$ cat config.mk
export PLATFORM = sky130hd
export DESIGN_NAME = sma_top
export DESIGN_NICKNAME = d
export VERILOG_FILES = /design/src/rtl/sma_pkg.sv /design/src/rtl/sma_math.sv /design/src/rtl/sma_top.sv
export SDC_FILE = /design/constraint.sdc
export NUM_CORES = 2
export LEC_CHECK = 0
export BUFFER_PORTS_ARGS = -buffer_cell sky130_fd_sc_hd__buf_4
export CAP_MARGIN = 10
export CORE_AREA = 5 5 398 400
export CTS_CLUSTER_SIZE = 30
export DETAILED_ROUTE_END_ITERATION = 10
export DIE_AREA = 0 0 403 405
export GPL_TIMING_DRIVEN = 0
export RECOVER_POWER = 25
export SLEW_MARGIN = 20
export SYNTH_ARGS = -nofsm -noshare
export SYNTH_HDL_FRONTEND = slang
export SYNTH_SLANG_ARGS = --single-unit
$ cat constraint.sdc
create_clock -name aclk -period 206.2 [get_ports aclk]
set_input_delay 41.24 -clock aclk [delete_from_list [all_inputs] [get_ports aclk]]
set_output_delay 41.24 -clock aclk [all_outputs]
set_load 0.05 [all_outputs]
$ cat src/rtl/sma_pkg.sv
package sma_pkg;

  // Register bus geometry
  localparam int               ADDR_W   = 8;
  localparam logic [ADDR_W-1:0] OFF_OPA  = 8'h00;
  localparam logic [ADDR_W-1:0] OFF_OPB  = 8'h04;
  localparam logic [ADDR_W-1:0] OFF_ACC  = 8'h08;
  localparam logic [ADDR_W-1:0] OFF_CNT  = 8'h0c;
  localparam logic [ADDR_W-1:0] OFF_STAT = 8'h10;

  localparam logic [1:0] RESP_OKAY   = 2'h0;
  localparam logic [1:0] RESP_SLVERR = 2'h2;

  // Count register fields
  localparam int CNT_AMT_MSB = 4;
  localparam int CNT_DIR_BIT = 5;
  localparam logic [7:0] CNT_WR_MASK = 8'h3f;

  // Status register fields
  localparam int STAT_BUSY_BIT = 7;
  localparam int STAT_ACCF_BIT = 6;
  localparam int STAT_ERR_BIT  = 5;

  // Reset values
  localparam logic [7:0]  RST_CNT = 8'h00;
  localparam logic [39:0] RST_ACC = 40'h0;
  localparam logic [2:0]  ACC_MSB_IDX = 3'h4;

  // Timing: oscillator period equals the bus clock period
  localparam int CLK_NS          = 40;
  localparam int TCLCL_NS        = 40;
  localparam int MC_TCLCL        = 4;
  localparam int EXEC_LONG_TCLCL  = 36;
  localparam int EXEC_SHORT_TCLCL = 24;
  localparam int BUSY_LONG_MC     = 9;
  localparam int BUSY_SHORT_MC    = 6;
  localparam int EXEC_LONG_CYC  = (EXEC_LONG_TCLCL * TCLCL_NS) / CLK_NS;
  localparam int EXEC_SHORT_CYC = (EXEC_SHORT_TCLCL * TCLCL_NS) / CLK_NS;
  localparam logic [5:0] RUN_LONG  = 6'((BUSY_LONG_MC * MC_TCLCL * TCLCL_NS) / CLK_NS);
  localparam logic [5:0] RUN_SHORT = 6'((BUSY_SHORT_MC * MC_TCLCL * TCLCL_NS) / CLK_NS);

  typedef enum logic [2:0] {PH_LOAD, PH_RUN, PH_READ, PH_ERR} sma_phase_t;
  typedef enum logic [2:0] {OP_NONE, OP_DIV32, OP_DIV16, OP_MUL, OP_SHIFT, OP_NORM} sma_op_t;

endpackage

$ cat src/rtl/sma_math.sv
`timescale 1ns/1ps
module sma_math (
  input  wire logic [31:0] dividend,
  input  wire logic [15:0] divisor,
  input  wire logic [15:0] mcand,
  input  wire logic [15:0] mplier,
  input  wire logic [4:0]  sh_amt,
  input  wire logic        sh_right,
  output logic      [31:0] quot,
  output logic      [15:0] rem,
  output logic      [31:0] prod,
  output logic      [31:0] shifted,
  output logic      [31:0] mant,
  output logic      [4:0]  expo
);
  import sma_pkg::*;

  // Leading zero count, wraps to zero for an all-zero word
  function automatic logic [4:0] lead_zeros(input logic [31:0] v);
    logic [4:0] n;
    logic       found;
    n = 5'h0;
    found = 1'b0;
    for (int i = 31; i >= 0; i--) begin
      if (!found) begin
        if (v[i]) begin
          found = 1'b1;
        end else begin
          n = n + 5'h1;
        end
      end
    end
    return n;
  endfunction

  // Divide; a zero divisor saturates instead of trapping
  always_comb begin
    quot = 32'hffffffff;
    rem  = dividend[15:0];
    if (divisor != 16'h0) begin
      quot = dividend / {16'h0, divisor};
      rem  = 16'(dividend % {16'h0, divisor});
    end
  end

  // Multiply, shift and normalize
  assign prod    = {16'h0, mcand} * {16'h0, mplier};
  assign shifted = sh_right ? (dividend >> sh_amt) : (dividend << sh_amt);
  assign expo    = lead_zeros(dividend);
  assign mant    = dividend << expo;

endmodule

$ cat src/rtl/sma_top.sv
// Behaviour
// - Operation chosen by order of operand and count register accesses, and by whether the count is zero.
// - 32/16 divide gives 32-bit quotient, 16-bit remainder within 36 clocks.
// - 16/16 divide gives 16-bit quotient, 16-bit remainder within 24 clocks.
// - Divide loads dividend into operand A LSB first, then divisor into B.
// - After divisor load busy holds 9 or 6 machine cycles, then clears.
// - Divide results: quotient from A MSB first, then remainder from B.
// - Multiply: B low/high, then A low/high; 32-bit product, 6 machine cycles.
// - Product read from operand A, four reads, MSB first.
// - Shift: four A bytes, then nonzero count and direction; 9 machine cycles.
// - Shift result read from operand A, four reads, MSB first.
// - Normalize gives 32-bit mantissa and 5-bit exponent in 36 clocks.
// - Zero count selects normalize; exponent read back from count field.
// - Busy flag set while executing, cleared on completion.
// - Unrelated register accesses between loads do not disturb sequencing.
// - Out-of-order access corrupts; only clearing busy restarts the sequencer.
// - Multiply products and divide quotients summed into 40-bit accumulator, no delay.
// - Accumulator: five writes LSB first, five reads MSB first, when not executing.
//
// Register access over AXI4-Lite and the placing of the registers are this design's own decisions.
`timescale 1ns/1ps
module sma_top (
  input  wire logic                      aclk,
  input  wire logic                      aresetn,
  input  wire logic [sma_pkg::ADDR_W-1:0] s_axi_awaddr,
  input  wire logic                      s_axi_awvalid,
  output logic                           s_axi_awready,
  input  wire logic [31:0]               s_axi_wdata,
  input  wire logic [3:0]                s_axi_wstrb,
  input  wire logic                      s_axi_wvalid,
  output logic                           s_axi_wready,
  output logic [1:0]                     s_axi_bresp,
  output logic                           s_axi_bvalid,
  input  wire logic                      s_axi_bready,
  input  wire logic [sma_pkg::ADDR_W-1:0] s_axi_araddr,
  input  wire logic                      s_axi_arvalid,
  output logic                           s_axi_arready,
  output logic [31:0]                    s_axi_rdata,
  output logic [1:0]                     s_axi_rresp,
  output logic                           s_axi_rvalid,
  input  wire logic                      s_axi_rready
);
  import sma_pkg::*;

  function automatic logic hit(input logic [ADDR_W-1:0] a, input logic [ADDR_W-1:0] off);
    return a[ADDR_W-1:2] == off[ADDR_W-1:2];
  endfunction

  function automatic logic mapped(input logic [ADDR_W-1:0] a);
    return hit(a, OFF_OPA) | hit(a, OFF_OPB) | hit(a, OFF_ACC) | hit(a, OFF_CNT) |
           hit(a, OFF_STAT);
  endfunction

  logic [ADDR_W-1:0] awaddr_r;
  logic [7:0]        wdata_r;
  logic              wstrb0_r;
  logic              awready_r;
  logic              wready_r;
  logic              bvalid_r;
  logic [1:0]        bresp_r;
  logic              arready_r;
  logic              rvalid_r;
  logic [1:0]        rresp_r;
  logic [7:0]        rdata_r;
  logic              wr_do;
  logic              rd_do;
  logic              wa, wb, wacc, wcnt, abort;
  logic              ra, rb, racc;
  sma_phase_t        phase_r;
  sma_op_t           op_r;
  sma_op_t           go_op;
  logic [2:0]        a_cnt_r;
  logic [1:0]        b_cnt_r;
  logic              mul_first_r;
  logic [5:0]        run_cnt_r;
  logic [5:0]        go_len;
  logic [2:0]        rda_cnt_r;
  logic [1:0]        rdb_cnt_r;
  logic              seq_err, go, done, rd_last;
  logic [31:0]       opa_r;
  logic [15:0]       opb_r;
  logic [7:0]        cnt_r;
  logic [31:0]       res_r;
  logic [15:0]       rem_r;
  logic [39:0]       acc_r;
  logic [2:0]        acc_idx_r;
  logic [7:0]        rd_byte;
  logic [31:0]       m_dividend, m_quot, m_prod, m_shifted, m_mant;
  logic [15:0]       m_rem;
  logic [4:0]        m_expo;
  logic [5:0]        run_len_r;

  // Write channel: address and data taken in either order, one write in flight
  assign wr_do = !awready_r && !wready_r && !bvalid_r && !rd_do;
  assign rd_do = s_axi_arvalid && arready_r;

  always_ff @(posedge aclk) begin
    if (!aresetn) begin
      awready_r <= 1'b1;
      wready_r  <= 1'b1;
      bvalid_r  <= 1'b0;
      bresp_r   <= RESP_OKAY;
      awaddr_r  <= '0;
      wdata_r   <= 8'h00;
      wstrb0_r  <= 1'b0;
    end else begin
      if (s_axi_awvalid && awready_r) begin
        awaddr_r  <= s_axi_awaddr;
        awready_r <= 1'b0;
      end
      if (s_axi_wvalid && wready_r) begin
        wdata_r  <= s_axi_wdata[7:0];
        wstrb0_r <= s_axi_wstrb[0];
        wready_r <= 1'b0;
      end
      if (wr_do) begin
        bvalid_r <= 1'b1;
        bresp_r  <= mapped(awaddr_r) ? RESP_OKAY : RESP_SLVERR;
      end
      if (bvalid_r && s_axi_bready) begin
        bvalid_r  <= 1'b0;
        awready_r <= 1'b1;
        wready_r  <= 1'b1;
      end
    end
  end

  // Read channel: side effects happen on the address handshake
  always_ff @(posedge aclk) begin
    if (!aresetn) begin
      arready_r <= 1'b1;
      rvalid_r  <= 1'b0;
      rresp_r   <= RESP_OKAY;
      rdata_r   <= 8'h00;
    end else if (rd_do) begin
      arready_r <= 1'b0;
      rvalid_r  <= 1'b1;
      rresp_r   <= mapped(s_axi_araddr) ? RESP_OKAY : RESP_SLVERR;
      rdata_r   <= rd_byte;
    end else if (rvalid_r && s_axi_rready) begin
      rvalid_r  <= 1'b0;
      arready_r <= 1'b1;
    end
  end

  // Decoded accesses; a write with byte lane 0 off is ignored
  assign wa    = wr_do && wstrb0_r && hit(awaddr_r, OFF_OPA);
  assign wb    = wr_do && wstrb0_r && hit(awaddr_r, OFF_OPB);
  assign wacc  = wr_do && wstrb0_r && hit(awaddr_r, OFF_ACC);
  assign wcnt  = wr_do && wstrb0_r && hit(awaddr_r, OFF_CNT);
  assign abort = wr_do && wstrb0_r && hit(awaddr_r, OFF_STAT) && !wdata_r[STAT_BUSY_BIT];
  assign ra    = rd_do && hit(s_axi_araddr, OFF_OPA);
  assign rb    = rd_do && hit(s_axi_araddr, OFF_OPB);
  assign racc  = rd_do && hit(s_axi_araddr, OFF_ACC);

  always_comb begin
    seq_err = 1'b0;
    go      = 1'b0;
    go_op   = OP_NONE;
    go_len  = RUN_LONG;
    rd_last = 1'b0;
    case (phase_r)
      PH_LOAD: begin
        if (wa) begin
          if (mul_first_r) begin
            seq_err = (b_cnt_r != 2'd2) || (a_cnt_r >= 3'd2);
            go      = !seq_err && (a_cnt_r == 3'd1);
            go_op   = OP_MUL;
            go_len  = RUN_SHORT;
          end else begin
            seq_err = (a_cnt_r >= 3'd4) || (b_cnt_r != 2'd0);
          end
        end
        if (wb) begin
          if (a_cnt_r == 3'd0) begin
            seq_err = (b_cnt_r >= 2'd2);
          end else begin
            seq_err = mul_first_r || (b_cnt_r >= 2'd2) ||
                      !((a_cnt_r == 3'd2) || (a_cnt_r == 3'd4));
            go      = !seq_err && (b_cnt_r == 2'd1);
            go_op   = (a_cnt_r == 3'd4) ? OP_DIV32 : OP_DIV16;
            go_len  = (a_cnt_r == 3'd4) ? RUN_LONG : RUN_SHORT;
          end
        end
        if (wcnt && !mul_first_r && (a_cnt_r == 3'd4) && (b_cnt_r == 2'd0)) begin
          go     = 1'b1;
          go_op  = (wdata_r[CNT_AMT_MSB:0] == 5'h0) ? OP_NORM : OP_SHIFT;
          go_len = RUN_LONG;
        end
        if (ra || rb) begin
          seq_err = 1'b1;
        end
      end
      PH_RUN: begin
        seq_err = wa || wb || ra || rb || wacc || racc;
      end
      PH_READ: begin
        if (ra) begin
          seq_err = (rda_cnt_r >= ((op_r == OP_DIV16) ? 3'd2 : 3'd4));
          rd_last = !seq_err && (op_r != OP_DIV32) && (op_r != OP_DIV16) &&
                    (rda_cnt_r == 3'd3);
        end
        if (rb) begin
          seq_err = !((op_r == OP_DIV32) && (rda_cnt_r == 3'd4)) &&
                    !((op_r == OP_DIV16) && (rda_cnt_r == 3'd2));
          seq_err = seq_err || (rdb_cnt_r >= 2'd2);
          rd_last = !seq_err && (rdb_cnt_r == 2'd1);
        end
        if (wa || wb) begin
          seq_err = 1'b1;
        end
      end
      PH_ERR: begin
        seq_err = 1'b0;
      end
      default: begin
        seq_err = 1'b0;
      end
    endcase
  end

  assign done = (phase_r == PH_RUN) && (run_cnt_r == 6'd1) && !seq_err && !abort;

  // Sequencer; a fault outranks a clear arriving in the same cycle
  always_ff @(posedge aclk) begin
    if (!aresetn) begin
      phase_r     <= PH_LOAD;
      op_r        <= OP_NONE;
      a_cnt_r     <= 3'd0;
      b_cnt_r     <= 2'd0;
      mul_first_r <= 1'b0;
      run_cnt_r   <= 6'd0;
      rda_cnt_r   <= 3'd0;
      rdb_cnt_r   <= 2'd0;
    end else if (seq_err) begin
      phase_r <= PH_ERR;
    end else if (abort) begin
      phase_r     <= PH_LOAD;
      a_cnt_r     <= 3'd0;
      b_cnt_r     <= 2'd0;
      mul_first_r <= 1'b0;
    end else begin
      case (phase_r)
        PH_LOAD: begin
          if (wa) begin
            a_cnt_r <= a_cnt_r + 3'd1;
          end
          if (wb) begin
            b_cnt_r <= b_cnt_r + 2'd1;
            if (a_cnt_r == 3'd0) begin
              mul_first_r <= 1'b1;
            end
          end
          if (go) begin
            phase_r   <= PH_RUN;
            op_r      <= go_op;
            run_cnt_r <= go_len;
          end
        end
        PH_RUN: begin
          if (run_cnt_r == 6'd1) begin
            phase_r   <= PH_READ;
            rda_cnt_r <= 3'd0;
            rdb_cnt_r <= 2'd0;
          end
          run_cnt_r <= run_cnt_r - 6'd1;
        end
        PH_READ: begin
          if (ra) begin
            rda_cnt_r <= rda_cnt_r + 3'd1;
          end
          if (rb) begin
            rdb_cnt_r <= rdb_cnt_r + 2'd1;
          end
          if (rd_last) begin
            phase_r     <= PH_LOAD;
            a_cnt_r     <= 3'd0;
            b_cnt_r     <= 2'd0;
            mul_first_r <= 1'b0;
          end
        end
        default: begin
          phase_r <= phase_r;
        end
      endcase
    end
  end

  // Operand shift-in; stray writes still land but the sequence is already faulted
  always_ff @(posedge aclk) begin
    if (!aresetn) begin
      opa_r <= 32'h0;
      opb_r <= 16'h0;
    end else begin
      if (wa) begin
        opa_r <= {wdata_r, opa_r[31:8]};
      end
      if (wb) begin
        opb_r <= {wdata_r, opb_r[15:8]};
      end
    end
  end

  assign m_dividend = ((op_r == OP_DIV16) || (op_r == OP_MUL)) ? {16'h0, opa_r[31:16]} : opa_r;

  sma_math u_math (
    .dividend (m_dividend),
    .divisor  (opb_r),
    .mcand    (opa_r[31:16]),
    .mplier   (opb_r),
    .sh_amt   (cnt_r[CNT_AMT_MSB:0]),
    .sh_right (cnt_r[CNT_DIR_BIT]),
    .quot     (m_quot),
    .rem      (m_rem),
    .prod     (m_prod),
    .shifted  (m_shifted),
    .mant     (m_mant),
    .expo     (m_expo)
  );

  // Results latched at completion, shifted out MSB first
  always_ff @(posedge aclk) begin
    if (!aresetn) begin
      res_r <= 32'h0;
      rem_r <= 16'h0;
    end else if (done) begin
      case (op_r)
        OP_DIV32: res_r <= m_quot;
        OP_DIV16: res_r <= {m_quot[15:0], 16'h0};
        OP_MUL:   res_r <= m_prod;
        OP_SHIFT: res_r <= m_shifted;
        OP_NORM:  res_r <= m_mant;
        default:  res_r <= res_r;
      endcase
      rem_r <= m_rem;
    end else if (phase_r == PH_READ) begin
      if (ra) begin
        res_r <= {res_r[23:0], 8'h00};
      end
      if (rb) begin
        rem_r <= {rem_r[7:0], 8'h00};
      end
    end
  end

  // Count register; normalize writes its exponent back here
  always_ff @(posedge aclk) begin
    if (!aresetn) begin
      cnt_r <= RST_CNT;
    end else if (done && (op_r == OP_NORM)) begin
      cnt_r <= {cnt_r[7:CNT_AMT_MSB+1], m_expo};
    end else if (wcnt) begin
      cnt_r <= wdata_r & CNT_WR_MASK;
    end
  end

  // 40-bit accumulator, summed on the completing edge so no cycle is added
  always_ff @(posedge aclk) begin
    if (!aresetn) begin
      acc_r     <= RST_ACC;
      acc_idx_r <= ACC_MSB_IDX;
    end else if (done && (op_r == OP_MUL)) begin
      acc_r     <= acc_r + {8'h00, m_prod};
      acc_idx_r <= ACC_MSB_IDX;
    end else if (done && ((op_r == OP_DIV32) || (op_r == OP_DIV16))) begin
      acc_r     <= acc_r + {8'h00, m_quot};
      acc_idx_r <= ACC_MSB_IDX;
    end else if (wacc && (phase_r != PH_RUN)) begin
      acc_r     <= {wdata_r, acc_r[39:8]};
      acc_idx_r <= ACC_MSB_IDX;
    end else if (racc && (phase_r != PH_RUN)) begin
      acc_idx_r <= (acc_idx_r == 3'd0) ? ACC_MSB_IDX : acc_idx_r - 3'd1;
    end
  end

  // Read data selection
  always_comb begin
    rd_byte = 8'h00;
    if (hit(s_axi_araddr, OFF_OPA) && (phase_r == PH_READ)) begin
      rd_byte = res_r[31:24];
    end else if (hit(s_axi_araddr, OFF_OPB) && (phase_r == PH_READ)) begin
      rd_byte = rem_r[15:8];
    end else if (hit(s_axi_araddr, OFF_ACC) && (phase_r != PH_RUN)) begin
      rd_byte = acc_r[{acc_idx_r, 3'b000} +: 8];
    end else if (hit(s_axi_araddr, OFF_CNT)) begin
      rd_byte = cnt_r;
    end else if (hit(s_axi_araddr, OFF_STAT)) begin
      rd_byte[STAT_BUSY_BIT] = (phase_r == PH_RUN) || (phase_r == PH_ERR);
      rd_byte[STAT_ACCF_BIT] = (phase_r == PH_RUN);
      rd_byte[STAT_ERR_BIT]  = (phase_r == PH_ERR);
    end
  end

  assign s_axi_awready = awready_r;
  assign s_axi_wready  = wready_r;
  assign s_axi_bvalid  = bvalid_r;
  assign s_axi_bresp   = bresp_r;
  assign s_axi_arready = arready_r;
  assign s_axi_rvalid  = rvalid_r;
  assign s_axi_rresp   = rresp_r;
  assign s_axi_rdata   = {24'h0, rdata_r};

  // Cycles spent executing, watched by the checks below
  always_ff @(posedge aclk) begin
    if (!aresetn) begin
      run_len_r <= 6'd0;
    end else if (go && !seq_err && !abort) begin
      run_len_r <= 6'd1;
    end else if ((phase_r == PH_RUN) && !done) begin
      run_len_r <= run_len_r + 6'd1;
    end
  end
endmodule

Word-level counts from Yosys, hierarchy flattened
Cells that the tools add are included.
Storage, ports and cells
  register bits: 202
  output and inout bits: 41
  word-level logic and storage cells: 450
Operators by class
  $add $sub $neg: 39
  multipliers: 1
  divide/modulo/power cells: 2
  $lt $le $gt $ge: 5
  eq/ne operators: 42
  shifts and indexed selects: 4
  multiplexer cells: 211
  bitwise logic cells: 12
  reduce and logical (&&, ||, !) cells: 106
Operator list (number)
  $mux 5: 65
  $mux 32: 6
  $pmux 32 s5: 1
  $add 5x1->5 const B: 30
  $mux 40: 3
  $mux 1: 88
  $add 40x32->40: 2
  $mux 16: 4
  $shl 32x5->32: 2
  $mux 3: 14
  $mux 6: 7
  $logic_and 1x1->1: 41
  $shiftx 40x7->8: 1
  $div 32x16->32: 1
  $mod 32x16->32: 1
  $mul 16x16->32: 1
  $shr 32x5->32: 1
  $eq 6x2->1 const B: 4
  $mux 2: 12
  $mux 8: 3
  $reduce_and 4->1: 6
  $eq 3x2->1 const B: 7
  $eq 6x1->1 const B: 3
  $reduce_bool 16->1: 1
  44 further kinds: 118

Longest topological paths before layout
  depth in word-level cells: 100
  mapped depth: 527
  mapped depth without buffers: 481

By module
From an unflattened synthesis, not the netlist that was laid out.
Unflattened totals
  cells, all modules: 7338
  area total of the unflattened synthesis: 53322.4 um^2
Modules (own cells, without submodules)
  sma_math: times used 1, cells each 5345, area each 38436.9 um^2, seq. area each 0.0 um^2
  sma_top: times used 1, cells each 1993, area each 14885.5 um^2, seq. area each 3943.8 um^2

Worst setup path before layout
OpenSTA, ideal clock, no wires.
  path kind: register to register
  from: register op_r[2]
  to: register acc_r[38]
  setup time: 0.119 ns
  arrival time: 99.137 ns
  data required time: 206.081 ns
  setup slack: 106.944 ns
  stages on the path, launching flop included: 511
  path buffers: 57
  cell sequence: dfxtp_1 inv_1 ha_1 buf_6 buf_4 nand2b_1 clkinv_1 ha_1 nand3_1 and2_1 ha_1 o21ai_0 a21oi_1 nand2_1 nand2_1 o21ai_0 ha_1 or3_1 (+475 left out) o21bai_1 a21oi_1 nor2b_1 o21a_1 o21ai_0 nand2b_1 a21oi_1 o21bai_1 a21oi_1 o21bai_1 a21oi_1 o21bai_1 a21oi_1 nor2b_1 nor2b_1 and2_1 o21a_1 o221a_2
Between the ends
  longest elaborated chain between the ends: 14
  elaborated cells between the ends (all ways): 29
Ends and longest elaborated chain
  start: declaration: line sma_top.sv:70  | sma_op_t op_r;
  start signal: assignment: line sma_top.sv:256  | op_r <= go_op;
  parallel branches: the longest is 14 deep, another holds $add 40x32->40
  end signal: assignment: line sma_top.sv:363  | acc_r <= acc_r + {8'h00, m_prod};
  end signal: assignment: line sma_top.sv:366  | acc_r <= acc_r + {8'h00, m_quot};
  end signal: assignment: line sma_top.sv:369  | acc_r <= {wdata_r, acc_r[39:8]};
  end: declaration: line sma_top.sv:85  | logic [39:0] acc_r;
Parallel ways; which one is timed is not known.
A chain may end at the register's enable or synchronous reset.

Worst setup path in the final report
Ends and elaborated chain as after synthesis.

==> out/qor.yml <==
syn_area_sq_um: 50500
worstSkewPairLatency_ns: 0.52
yosysWarningCount: 0
max_slew.worst_pin.slew_ns: 1.17
design.die.area_sq_um: 163000
cell_type_of_the_slowest_stage_on_the_worst_timing_path: "sky130_fd_sc_hd__nor3_2"
drv_slew: 0
hold_viol: 0
rsz0062_at_grt: "no"
first_global_vias: 51500
synth_seq_cells: 197
post_route_fraction_of_the_period_consumed_by_the_critical_path_pct: 61.6
nNetsFinal: 8047
postSynthAreaPerCell_sq_um: 7.13
cts.repair_timing.setup_buffer_count: 0
drt-pass1-iter-count: 8
ys_top_cells_by_area: "sky130_fd_sc_hd__ha_1, sky130_fd_sc_hd__dfxtp_1, sky130_fd_sc_hd__fa_1"
sequential_cell_area_fraction_in_the_yosys_report_pct: 7.81
cpMostUsedCell: "sky130_fd_sc_hd__o21a_1"
grt_start_max_net_pins: 33
cts_sinks: 197
critical_path.endpoint_type: "flop"
relSlewSlack_pct: 21.4
hpwlAfterDp_um: 184000
routed_len_inst_um: 23.9
die_h_um: 405
ctsLongestPathBuffers: 2
crit_required_ns: 206.61
mostFrequentLayoutCells: "sky130_fd_sc_hd__nand2_1, sky130_fd_sc_hd__nor2_1, sky130_fd_sc_hd__ha_1"
fraction_of_layout_cells_with_a_size_suffix_above_1_pct: 5.93
antenna_violating_nets_post_route: 0
cp_max_fo: 10
top_level_ports: 100
totalWireLength_um: 221000
mostFrequentLayoutCell: "sky130_fd_sc_hd__nand2_1"
via_per_instance_ratio: 5.88
fillCellCount: 16700
synth-edff-count: 0
route.vias.total: 54400
cp.arrival_ns: 127.49
global_route_wire_length_before_repair_um: 326000
row_count: 145
clock-root-buffer: "sky130_fd_sc_hd__clkbuf_16"
floorplan.initialDensity_pct: 32.6
finalCoreUtilization_pct: 35.0
postSynth.topFlopCell: "sky130_fd_sc_hd__dfxtp_1"
cts-buffers-inserted: 17
max_freq_mhz: 7.87
io_buffer_count: 41
clk_transition_reported_paths_ns: 0.09
synth_async_sr_flop_share_pct: 0
die_width_um: 403
cts_resized: 0
global_route.overflow_total: 0
cap_viol_max_count: 0
yosysTopAreaCell: "sky130_fd_sc_hd__ha_1"
setup.worst_path.class: "reg -> reg"
status: "finished, final reports clean"
tns_ns: 0
holdCritPathClass: "reg -> reg"
cts.hold.buffers_added: 0
cts_tree: "built"
areaGrowthSynthToFinish_pct: 7.49
setup.worst_path.start_class: "flop"
route.detailed.drc: 0
cts.htree.levels: 4
timing.final.setup_violations: 0
gp_congestion: 1.06
antenna_violations_before_repair: 8
core-area_sq_um: 155000
slowest_delay_ns: 1.10
post_synth_inst_count: 7079
min_period_ns: 127.09
worst_clock_skew_ns: 0.0214
drt_iter0_drc: 4879
grt_util_all_layers_pct: 25.9
synth.top_cell.area_share_pct: 15.2
post_synth_num_cell_types: 127
layout make-up:
type	count	area (sq um)	area share (%)
multi-input cells	6097	43400	80.0
flip-flops and latches	197	3940	7.27
well taps	2058	2570	4.75
plain buffers	389	1710	3.15
inverters	421	1580	2.92
repair buffers	53	465	0.858
clock buffers	18	429	0.791
clock inverters	14	160	0.295
diodes	3	7.51	0.0138
worst paths after layout:
| path | slack [ns] | endpoint | cells past startpoint | startpoint |
|---|---|---|---|---|
| worst max-delay path | 79.11 | acc_r[38] | 506 | op_r[2] |
| worst min-delay path | 0.46 | awaddr_r[7] | 2 | awaddr_r[7] |
| worst max register to register | 79.11 | acc_r[38] | 506 | op_r[2] |
| worst min register to register | 0.46 | awaddr_r[7] | 2 | awaddr_r[7] |
metal layers:
layer | up-vias | routed length [um] | track usage [%]
met5 | - | 122 | 0
li1 | 25700 | - | -
met1 | 26200 | 97500 | 34.5
met3 | 383 | 14900 | 3.56
met4 | 2 | 11000 | 11.3
met2 | 2041 | 97800 | 42.0
cell usage after synthesis (all sizes together) (71+ instances only):
cell type,n
dfxtp,197
a21oi,577
nand2,866
nor2,663
mux2,120
xor2,101
nand2b,82
o31ai,130
buf,122
nand3,156
clkbuf,266
xnor2,204
o211ai,79
and2,146
o21a,247
a211oi,99
fa,197
mux2i,127
nor3,307
a31oi,71
a21o,86
inv,413
ha,615
o21ai,405
worst max-delay path: cells and delay by family, from the launching register on:
family	cells	cell delay (ns)
adders and majority gates	35	11.33
muxes	11	3.45
DFF	1	0.45
buffers and inverters	67	25.06
and+or+nand+nor	103	21.14
AOI/OAI and AO/OA	290	65.20
through the flow:
step | instances | hold slack, ns | worst slack, ns | cell area [sq um]
6_report | 9250 | 0.459 | 79.11 | 54200
5_1_grt | 9247 | 0.482 | 71.10 | 54200
4_1_cts | 9247 | 0.461 | 80.69 | 54300
3_5_place_dp | 9215 | 0.448 | 81.15 | 53700
3_3_place_gp | 9203 | 0.446 | 82.70 | 53400
2_1_floorplan | 7104 | 0.436 | 106.94 | 50600
kinds of logic (layout without fill, tap and decap cells):
logic type,after synthesis,count (layout),synth area share [%]
simple gates,2548,2548,23.4
buf+inv,810,895,6.52
fa+ha+maj,815,815,23.1
mux,260,260,5.83
xor+xnor,305,305,5.29
other cells,1,29,0.00743
compound gates,2143,2143,28.0
flops,197,197,7.81
registers in the layout, summed over array words and instances, names as in the netlist, 2 cells and up:
register	count
phase_r	2
op_r	3
wdata_r	8
cnt_r	6
awaddr_r	6
rdata_r	8
run_cnt_r	6
rda_cnt_r	3
rdb_cnt_r	2
acc_r	40
acc_idx_r	3
rem_r	16
a_cnt_r	3
res_r	32
opb_r	16
opa_r	32
b_cnt_r	2
Power is not shown: default switching activity piles up to over one toggle a cycle in this logic, so the estimate is an artifact.
